[config.mk]
export PLATFORM = sky130hd
export DESIGN_NAME = pefo_top
export DESIGN_NICKNAME = d
export VERILOG_FILES = /design/src/rtl/pefo_pin_cell.v /design/src/rtl/pefo_top.v
export VERILOG_INCLUDE_DIRS = /design/src /design/src/rtl
export SDC_FILE = /design/constraint.sdc
export NUM_CORES = 1
export LEC_CHECK = 0
export BUFFER_PORTS_ARGS = -buffer_cell sky130_fd_sc_hd__buf_2
export CORE_UTILIZATION = 40
export DETAILED_ROUTE_END_ITERATION = 8
export PLACE_DENSITY = 0.7
export RECOVER_POWER = 100
export SETUP_SLACK_MARGIN = 0.3
export SYNTH_ARGS = -nofsm -noshare
export SYNTH_HDL_FRONTEND = slang
export SYNTH_SLANG_ARGS = --single-unit
export TNS_END_PERCENT = 20
[constraint.sdc]
create_clock -name clk_sys -period 3.5 [get_ports clk_sys]
set_clock_uncertainty 0.05 [all_clocks]
set_input_delay 0.875 -clock clk_sys [delete_from_list [all_inputs] [get_ports clk_sys]]
set_output_delay 0.875 -clock clk_sys [all_outputs]
set_load 0.05 [all_outputs]
[src/rtl/pefo_defs.vh]
// Register map, field positions and reset values of the port E/F/G override
`ifndef PEFO_DEFS_VH
`define PEFO_DEFS_VH

// Register byte offsets
`define PEFO_CTRL_OFS 8'h00
`define PEFO_PORTE_OFS 8'h04
`define PEFO_DIRE_OFS 8'h08
`define PEFO_PINE_OFS 8'h0c
`define PEFO_PORTF_OFS 8'h10
`define PEFO_DIRF_OFS 8'h14
`define PEFO_PINF_OFS 8'h18
`define PEFO_PORTG_OFS 8'h1c
`define PEFO_DIRG_OFS 8'h20
`define PEFO_PING_OFS 8'h24
`define PEFO_OVRD_OFS 8'h28

// Control register fields
`define PEFO_CTRL_NOPULL_BIT 0
`define PEFO_CTRL_LEGACY_BIT 1

// Reset values
`define PEFO_CTRL_RST 2'h0
`define PEFO_PORT8_RST 8'h00
`define PEFO_PORT5_RST 5'h00

// Pin index bases in the flat pin vector
`define PEFO_E_BASE 0
`define PEFO_F_BASE 8
`define PEFO_G_BASE 16
`define PEFO_NPINS 21

// Bus response codes
`define PEFO_RESP_OKAY 2'h0
`define PEFO_RESP_SLVERR 2'h2

`endif

[src/rtl/pefo_pin_cell.v]
// One port pin: merges port registers with peripheral overrides
`timescale 1ns/1ps
`default_nettype none

module pefo_pin_cell (
  // Port register bits
  input wire port_bit,
  input wire dir_bit,
  input wire global_pullup_disable,
  // Peripheral overrides
  input wire pullup_override_enable,
  input wire pullup_override_value,
  input wire direction_override_enable,
  input wire direction_override_value,
  input wire port_value_override_enable,
  input wire port_value_override_value,
  input wire input_enable_override_enable,
  input wire input_enable_override_value,
  // Pad side
  input wire pin_in,
  output wire pin_out,
  output wire pin_oe,
  output wire pullup_en,
  output wire din
);

  wire dir_eff;

  assign dir_eff = direction_override_enable ? direction_override_value
                                             : dir_bit;
  assign pin_oe = dir_eff;
  assign pin_out = port_value_override_enable ? port_value_override_value
                                              : port_bit;
  // Plain pull-up only on a GPIO input with pull-ups allowed globally
  assign pullup_en = pullup_override_enable ? pullup_override_value
                     : (port_bit & ~dir_bit & ~global_pullup_disable);
  assign din = pin_in & (input_enable_override_enable ?
                         input_enable_override_value : 1'b1);

endmodule

`default_nettype wire

[src/rtl/pefo_top.v]
// Port E/F/G alternate-function override with AXI4-Lite port registers
`timescale 1ns/1ps
`default_nettype none
`include "pefo_defs.vh"

module pefo_top (
  // Clock and reset
  input wire clk_sys,
  input wire rst_b,
  // AXI4-Lite write address and data
  input wire [7:0] s_axi_awaddr,
  input wire s_axi_awvalid,
  output wire s_axi_awready,
  input wire [31:0] s_axi_wdata,
  input wire [3:0] s_axi_wstrb,
  input wire s_axi_wvalid,
  output wire s_axi_wready,
  // AXI4-Lite write response
  output reg [1:0] s_axi_bresp,
  output reg s_axi_bvalid,
  input wire s_axi_bready,
  // AXI4-Lite read
  input wire [7:0] s_axi_araddr,
  input wire s_axi_arvalid,
  output wire s_axi_arready,
  output reg [31:0] s_axi_rdata,
  output reg [1:0] s_axi_rresp,
  output reg s_axi_rvalid,
  input wire s_axi_rready,
  // Pads, flat vector E7..0, F7..0, G4..0
  input wire [20:0] pin_in,
  output wire [20:0] pin_out,
  output wire [20:0] pin_oe,
  output wire [20:0] pin_pullup_en,
  // Serial unit 0
  input wire serial0_rx_enable,
  input wire serial0_tx_enable,
  input wire serial0_tx_line,
  input wire serial0_sync_select,
  input wire serial0_ext_clock_out,
  output wire serial0_rx_line,
  output wire serial0_ext_clock_in,
  // Serial programming
  input wire prog_mode,
  input wire prog_data_out,
  output wire prog_data_in,
  // Timer 3 compare outputs and external interrupts 7..4
  input wire timer3_compare_c_en,
  input wire timer3_compare_c_out,
  input wire timer3_compare_b_en,
  input wire timer3_compare_b_out,
  input wire [3:0] ext_int_enable,
  output wire [3:0] ext_int_line,
  // Test access port
  input wire test_port_enable,
  input wire tap_shift_ir,
  input wire tap_shift_dr,
  input wire tap_scan_out,
  output wire tap_data_in,
  output wire tap_mode_select,
  output wire tap_test_clock,
  // Timer 0 oscillator and external memory
  input wire timer_osc_enable,
  output wire timer_osc_sel,
  input wire ext_mem_enable,
  input wire mem_addr_latch,
  input wire mem_read_strobe,
  input wire mem_write_strobe
);

  localparam E = `PEFO_E_BASE;
  localparam F = `PEFO_F_BASE;
  localparam G = `PEFO_G_BASE;
  localparam N = `PEFO_NPINS;

  // Software-visible state
  reg [1:0] ctrl_q;
  reg [7:0] port_e_q;
  reg [7:0] dir_e_q;
  reg [7:0] port_f_q;
  reg [7:0] dir_f_q;
  reg [4:0] port_g_q;
  reg [4:0] dir_g_q;
  reg [20:0] pin_sync_q;

  wire global_pullup_disable;
  wire legacy_mode;
  assign global_pullup_disable = ctrl_q[`PEFO_CTRL_NOPULL_BIT];
  assign legacy_mode = ctrl_q[`PEFO_CTRL_LEGACY_BIT];

  // Override vectors, one bit per pin
  reg [20:0] pullup_override_enable;
  reg [20:0] pullup_override_value;
  reg [20:0] direction_override_enable;
  reg [20:0] direction_override_value;
  reg [20:0] port_value_override_enable;
  reg [20:0] port_value_override_value;
  reg [20:0] input_enable_override_enable;
  reg [20:0] input_enable_override_value;

  wire [20:0] port_bits;
  wire [20:0] dir_bits;
  wire [20:0] din;
  wire jtag_shift;
  integer i;

  assign port_bits = {port_g_q, port_f_q, port_e_q};
  assign dir_bits = {dir_g_q, dir_f_q, dir_e_q};
  assign jtag_shift = tap_shift_ir | tap_shift_dr;

  always @* begin
    pullup_override_enable = {N{1'b0}};
    pullup_override_value = {N{1'b0}};
    direction_override_enable = {N{1'b0}};
    direction_override_value = {N{1'b0}};
    port_value_override_enable = {N{1'b0}};
    port_value_override_value = {N{1'b0}};
    input_enable_override_enable = {N{1'b0}};
    input_enable_override_value = {N{1'b0}};

    // Port E bit 0: receive line, also programming input
    if (serial0_rx_enable) begin
      pullup_override_enable[E+0] = 1'b1;
      pullup_override_value[E+0] =
        port_e_q[0] & ~global_pullup_disable;
      direction_override_enable[E+0] = 1'b1;
      direction_override_value[E+0] = 1'b0;
    end
    if (prog_mode) begin
      direction_override_enable[E+0] = 1'b1;
      direction_override_value[E+0] = 1'b0;
    end

    // Port E bit 1: transmit line; programming takes precedence
    if (serial0_tx_enable) begin
      pullup_override_enable[E+1] = 1'b1;
      direction_override_enable[E+1] = 1'b1;
      direction_override_value[E+1] = 1'b1;
      port_value_override_enable[E+1] = 1'b1;
      port_value_override_value[E+1] = serial0_tx_line;
    end
    if (prog_mode) begin
      pullup_override_enable[E+1] = 1'b1;
      pullup_override_value[E+1] = 1'b0;
      direction_override_enable[E+1] = 1'b1;
      direction_override_value[E+1] = 1'b1;
      port_value_override_enable[E+1] = 1'b1;
      port_value_override_value[E+1] = prog_data_out;
    end

    // Port E bit 2: direction stays with its dir bit
    port_value_override_enable[E+2] = serial0_sync_select;
    port_value_override_value[E+2] = serial0_ext_clock_out;

    // Port E bits 7..4: interrupts keep the input alive
    for (i = 0; i < 4; i = i + 1) begin
      input_enable_override_enable[E+4+i] = ext_int_enable[i];
      input_enable_override_value[E+4+i] = 1'b1;
    end
    port_value_override_enable[E+5] = timer3_compare_c_en;
    port_value_override_value[E+5] = timer3_compare_c_out;
    port_value_override_enable[E+4] = timer3_compare_b_en;
    port_value_override_value[E+4] = timer3_compare_b_out;

    // Port F: input only in legacy mode; test port wins on 7..4
    if (legacy_mode) begin
      for (i = 0; i < 8; i = i + 1) begin
        direction_override_enable[F+i] = 1'b1;
        direction_override_value[F+i] = 1'b0;
      end
    end
    if (test_port_enable) begin
      for (i = 4; i < 8; i = i + 1) begin
        pullup_override_enable[F+i] = 1'b1;
        pullup_override_value[F+i] = (i != 6);
        direction_override_enable[F+i] = 1'b1;
        direction_override_value[F+i] = 1'b0;
        input_enable_override_enable[F+i] = 1'b1;
        input_enable_override_value[F+i] = 1'b0;
      end
      direction_override_value[F+6] = jtag_shift;
      port_value_override_enable[F+6] = 1'b1;
      port_value_override_value[F+6] = tap_scan_out;
    end

    // Port G: no GPIO in legacy mode, pins parked as inputs
    if (legacy_mode) begin
      for (i = 0; i < 5; i = i + 1) begin
        pullup_override_enable[G+i] = 1'b1;
        direction_override_enable[G+i] = 1'b1;
        port_value_override_enable[G+i] = 1'b1;
        input_enable_override_enable[G+i] = 1'b1;
      end
    end
    if (timer_osc_enable) begin
      for (i = 3; i < 5; i = i + 1) begin
        pullup_override_enable[G+i] = 1'b1;
        pullup_override_value[G+i] = 1'b0;
        direction_override_enable[G+i] = 1'b1;
        direction_override_value[G+i] = 1'b0;
        input_enable_override_enable[G+i] = 1'b1;
        input_enable_override_value[G+i] = 1'b0;
      end
    end
    if (ext_mem_enable) begin
      for (i = 0; i < 3; i = i + 1) begin
        pullup_override_enable[G+i] = 1'b1;
        pullup_override_value[G+i] = 1'b0;
        direction_override_enable[G+i] = 1'b1;
        direction_override_value[G+i] = 1'b1;
        port_value_override_enable[G+i] = 1'b1;
      end
      port_value_override_value[G+2] = mem_addr_latch;
      port_value_override_value[G+1] = mem_read_strobe;
      port_value_override_value[G+0] = mem_write_strobe;
    end
  end

  genvar gi;
  generate
    for (gi = 0; gi < N; gi = gi + 1) begin : g_pin
      pefo_pin_cell u_cell (
        .port_bit(port_bits[gi]),
        .dir_bit(dir_bits[gi]),
        .global_pullup_disable(global_pullup_disable),
        .pullup_override_enable(pullup_override_enable[gi]),
        .pullup_override_value(pullup_override_value[gi]),
        .direction_override_enable(direction_override_enable[gi]),
        .direction_override_value(direction_override_value[gi]),
        .port_value_override_enable(port_value_override_enable[gi]),
        .port_value_override_value(port_value_override_value[gi]),
        .input_enable_override_enable(input_enable_override_enable[gi]),
        .input_enable_override_value(input_enable_override_value[gi]),
        .pin_in(pin_in[gi]),
        .pin_out(pin_out[gi]),
        .pin_oe(pin_oe[gi]),
        .pullup_en(pin_pullup_en[gi]),
        .din(din[gi])
      );
    end
  endgenerate

  // Peripheral-facing inputs, taken raw from the pads
  assign serial0_rx_line = pin_in[E+0] & serial0_rx_enable;
  assign prog_data_in = pin_in[E+0] & prog_mode;
  assign serial0_ext_clock_in = pin_in[E+2] & serial0_sync_select;
  assign ext_int_line = din[E+7:E+4];
  // Tester owns these pins and their clock; nothing is resampled here
  assign tap_data_in = pin_in[F+7] & test_port_enable;
  assign tap_mode_select = pin_in[F+5] & test_port_enable;
  assign tap_test_clock = pin_in[F+4] & test_port_enable;
  assign timer_osc_sel = timer_osc_enable;

  // Software pin view; test port pins read zero through din
  always @(posedge clk_sys) begin
    if (!rst_b) begin
      pin_sync_q <= {N{1'b0}};
    end else begin
      pin_sync_q <= din;
    end
  end

  // AXI4-Lite slave: write taken only with address and data together
  wire wr_take;
  wire rd_take;
  assign s_axi_awready = s_axi_awvalid & s_axi_wvalid & ~s_axi_bvalid;
  assign s_axi_wready = s_axi_awready;
  assign wr_take = s_axi_awready;
  assign s_axi_arready = ~s_axi_rvalid;
  assign rd_take = s_axi_arvalid & s_axi_arready;

  function mapped;
    input [7:0] addr;
    begin
      mapped = (addr[1:0] == 2'h0) && (addr <= `PEFO_OVRD_OFS);
    end
  endfunction

  wire wr_lo;
  assign wr_lo = wr_take & s_axi_wstrb[0];

  always @(posedge clk_sys) begin
    if (!rst_b) begin
      ctrl_q <= `PEFO_CTRL_RST;
      port_e_q <= `PEFO_PORT8_RST;
      dir_e_q <= `PEFO_PORT8_RST;
      port_f_q <= `PEFO_PORT8_RST;
      dir_f_q <= `PEFO_PORT8_RST;
      port_g_q <= `PEFO_PORT5_RST;
      dir_g_q <= `PEFO_PORT5_RST;
      s_axi_bvalid <= 1'b0;
      s_axi_bresp <= `PEFO_RESP_OKAY;
    end else begin
      if (wr_lo) begin
        case (s_axi_awaddr)
          `PEFO_CTRL_OFS: ctrl_q <= s_axi_wdata[1:0];
          `PEFO_PORTE_OFS: port_e_q <= s_axi_wdata[7:0];
          `PEFO_DIRE_OFS: dir_e_q <= s_axi_wdata[7:0];
          `PEFO_PORTF_OFS: port_f_q <= s_axi_wdata[7:0];
          `PEFO_DIRF_OFS: dir_f_q <= s_axi_wdata[7:0];
          `PEFO_PORTG_OFS: port_g_q <= s_axi_wdata[4:0];
          `PEFO_DIRG_OFS: dir_g_q <= s_axi_wdata[4:0];
          default: ctrl_q <= ctrl_q;
        endcase
      end
      if (wr_take) begin
        s_axi_bvalid <= 1'b1;
        s_axi_bresp <= mapped(s_axi_awaddr) ? `PEFO_RESP_OKAY
                                            : `PEFO_RESP_SLVERR;
      end else if (s_axi_bready) begin
        s_axi_bvalid <= 1'b0;
      end
    end
  end

  always @(posedge clk_sys) begin
    if (!rst_b) begin
      s_axi_rvalid <= 1'b0;
      s_axi_rdata <= 32'h0000_0000;
      s_axi_rresp <= `PEFO_RESP_OKAY;
    end else begin
      if (rd_take) begin
        s_axi_rvalid <= 1'b1;
        s_axi_rresp <= mapped(s_axi_araddr) ? `PEFO_RESP_OKAY
                                            : `PEFO_RESP_SLVERR;
        case (s_axi_araddr)
          `PEFO_CTRL_OFS: s_axi_rdata <= {30'h0, ctrl_q};
          `PEFO_PORTE_OFS: s_axi_rdata <= {24'h0, port_e_q};
          `PEFO_DIRE_OFS: s_axi_rdata <= {24'h0, dir_e_q};
          `PEFO_PINE_OFS: s_axi_rdata <= {24'h0, pin_sync_q[E+7:E]};
          `PEFO_PORTF_OFS: s_axi_rdata <= {24'h0, port_f_q};
          `PEFO_DIRF_OFS: s_axi_rdata <= {24'h0, dir_f_q};
          `PEFO_PINF_OFS: s_axi_rdata <= {24'h0, pin_sync_q[F+7:F]};
          `PEFO_PORTG_OFS: s_axi_rdata <= {27'h0, port_g_q};
          `PEFO_DIRG_OFS: s_axi_rdata <= {27'h0, dir_g_q};
          `PEFO_PING_OFS: s_axi_rdata <= {27'h0, pin_sync_q[G+4:G]};
          `PEFO_OVRD_OFS: s_axi_rdata <= {11'h0, direction_override_enable};
          default: s_axi_rdata <= 32'h0000_0000;
        endcase
      end else if (s_axi_rready) begin
        s_axi_rvalid <= 1'b0;
      end
    end
  end

endmodule

`default_nettype wire

==> results.sh <==
export IMPL_outcome="finished with violations"
export IMPL_violations="design-rule violations, max-capacitance violations, max-slew violations"
export IMPL_n_antenna_cell=0
export IMPL_ys_flop_type="dfxtp_1"
export IMPL_p_comb_frac=0.135
export IMPL_antenna_found_initial=0
export IMPL_dieArea_sq_mm=0.0124
export IMPL_holdBufCountCts=0
export IMPL_holdPathEnd="s_axi_rdata[19]"
export IMPL_p_sw_frac=0.258
export IMPL_die_h_um=112
export IMPL_slowest_stage="clkbuf_1"
export IMPL_p_int_uw=1630
export IMPL_min_path_type="reg2reg"
export IMPL_wl_per_cell_um=17.0
export IMPL_cellLeakagePower_uw=0.00207
export IMPL_hold_viol=0
export IMPL_yosys_top_cells_area="dfxtp_1, buf_4, mux2i_1, nor2b_1, and2_1"
export IMPL_synth_edf_count=0
export IMPL_finalSetupTns_ns=0
export IMPL_io_pins=219
export IMPL_ir_worst_vdd_v=0.000208
export IMPL_rows=39
export IMPL_wl_um=13000
export IMPL_hold_path_depth=2
export IMPL_finalMaxSlewViolations=28
export IMPL_grt_overflow=0
export IMPL_synth_seq_cells=81
export IMPL_cts_resized=0
export IMPL_yosysTopAreaCellShare=0.338
export IMPL_final_util=0.458
export IMPL_synth_cell_types=54
export IMPL_grt_setup_unrepaired="false"
export IMPL_firstDrtPassIters=9
export IMPL_vias_per_cell=5.14
export IMPL_hold_slack_ns=0.428
export IMPL_p_sw_uw=568
export IMPL_grt_pass1_wl_um=19900
export IMPL_cts_inserted_buffers=9
export IMPL_grtUsageTotal=0.204
export IMPL_cts_max_level=3
export IMPL_synth_area_sq_mm=0.00480
export IMPL_power_clock_fraction=0.436
export IMPL_crit_path_end_kind="output port"
export IMPL_clock_sinks=81
export IMPL_grt_pass1_vias=3807
export IMPL_power_density_mw_per_mm2=415
export IMPL_yosysMostFrequentCell="buf_4"
export IMPL_via_count=3945
export IMPL_max_freq_ghz=0.320
export IMPL_ys_warn_count=0
export IMPL_chipWidth_um=112
export IMPL_ant_nets=0
export IMPL_cp_depth=4
export IMPL_worstRegToRegCells=6
export IMPL_cp_required_ns=2.57
export IMPL_root_buffer="clkbuf_16"
export IMPL_setup_viol=0
export IMPL_critical_path_top_delay_family="simple AND/OR/NAND/NOR gates"
export IMPL_route_detailed_drc=12
export IMPL_fin_crit_ns=3.13
export IMPL_arrival_ns=2.20
export IMPL_port_buffers=174
export IMPL_clk_latency_ns=0.33
export IMPL_maxCapViolations=1
export IMPL_synth_cells=533
export IMPL_drtIter0Drc=236
export IMPL_finalWeightedCongestion=0.893
export IMPL_critical_path_max_fanout=11
export IMPL_postCtsSetupRepairBufs=0
export IMPL_syn_to_final_growth_pct=10.3
export IMPL_crit_buf_inv=2
export IMPL_clkTransAtPathRegs_ns=0.06
export IMPL_hpwlAfterDp_um=9770
export IMPL_nNetsFinal=723
export IMPL_fin_crit_sh=0.894
export IMPL_worstPathCellList="buf_2 -> or3_1 -> nor3b_1 -> clkbuf_1"
export IMPL_initial_core_util=0.415
export IMPL_slew_headroom=-0.0552
export IMPL_ff2ff_setup_slack_ns=1.25
export IMPL_pwr_share_seq=0.429
export IMPL_drive_gt1_frac=0.179
export IMPL_cts_tree="done"
export IMPL_start_kind="primary input"
export IMPL_critPathKind="in2out"
export IMPL_synth_common_cells="buf_4, dfxtp_1, nor2b_1"
export IMPL_core_sq_mm=0.0116
export IMPL_avgSynthCellArea_sq_um=9.01
export IMPL_worstHoldStart="s_axi_rdata[19]"
export IMPL_synthArstFlopShare=0
export IMPL_r2r_start="s_axi_bvalid"
export IMPL_worstMarginPinSlew_ns=1.58
export IMPL_clockBufferDepth=2
export IMPL_critPathMaxStageDelay_ns=0.50
export IMPL_r2r_end="port_g_q[0]"
export IMPL_grt_max_degree=48
export IMPL_synth_top_cell_by_area="dfxtp_1"
export IMPL_ys_seq_area_frac=0.338
## cell families (layout without fill, tap and decap cells)
| family | after synthesis | count (layout) | synth area share |
|---|---|---|---|
| AO/OA/AOI/OAI | 68 | 68 | 0.0983 |
| buffers and inverters | 125 | 204 | 0.171 |
| flip-flops | 81 | 81 | 0.338 |
| multiplexers | 67 | 67 | 0.143 |
| other | 1 | 13 | 0.000781 |
| AND/OR/NAND/NOR | 191 | 191 | 0.249 |
## layer usage
layer  wire (um)  global-route usage  part of all wire  vias up
met4         289              0.0802             0.022        0
met1        5880               0.267              0.45     1854
met2        6010               0.338              0.46      173
met5           0                   0                 0        -
met3         837              0.0289             0.064       15
li1            -                   -                 -     1903
## state kept, by name, indices dropped and copies added, names as in the netlist, 2 cells and up
register,cells
dir_g_q,5
ctrl_q,2
port_f_q,8
pin_sync_q,21
port_e_q,8
s_axi_rdata,12
dir_f_q,8
port_g_q,5
dir_e_q,8
## worst register-to-register path, stage by stage (launching register included)
cell	delay [ns]
dfxtp_1	0.32
nand3b_1	0.20
inv_1	0.17
nand3b_1	0.15
nor3_1	0.92
mux2i_1	0.28
nor2b_1	0.06
## metrics by stage
step	area, sq um	setup slack, ns	cells	power (uW)
5_1_grt	5300	0.269	767	2270
3_3_place_gp	5170	0.602	751	1260
6_report	5300	0.372	767	2200
2_1_floorplan	4850	0.925	545	1200
3_5_place_dp	5170	0.576	751	1270
4_1_cts	5480	0.573	767	2220
## power groups by stage
stage          combinational, uW  clock [uW]  sequential, uW
2_1_floorplan                224           0             974
4_1_cts                      306         971             944
6_report                     297         958             944
3_5_place_dp                 305           0             964
5_1_grt                      316        1010             945
3_3_place_gp                 301           0             963
## cell usage in the layout (no fill, tap or decap), types with 9 or more instances in the layout
cell	n
buf_2	72
nor2_1	14
mux2_2	13
nand2_1	24
dfxtp_1	81
clkbuf_1	107
and2_1	16
nor3b_1	22
and2_0	15
clkbuf_16	9
mux2i_1	54
conb_1	13
a21oi_1	13
o21ai_0	12
nor2b_1	62
## cell type report
class | count | area [sq um]
timing repair buffer | 182 | 790
sequential | 81 | 1620
fill | 1168 | 6270
clock buffer | 14 | 274
inverter | 6 | 22.5
tap | 143 | 179
multi-input combinational | 339 | 2380
clock inverter | 2 | 35.0
## worst max-delay path by stage
| stage | from | to | slack (ns) |
|---|---|---|---|
| 6_report | ext_mem_enable | pin_pullup_en[18] | 0.37 |
| 5_1_grt | s_axi_araddr[2] | s_axi_rdata[3] | 0.27 |
| 4_1_cts | ext_mem_enable | pin_pullup_en[18] | 0.57 |
| 3_5_place_dp | ext_mem_enable | pin_pullup_en[18] | 0.58 |
| 3_3_place_gp | ext_mem_enable | pin_pullup_en[18] | 0.60 |
| 2_1_floorplan | s_axi_awvalid | s_axi_wready | 0.93 |
(Power assumes the default switching activity.)
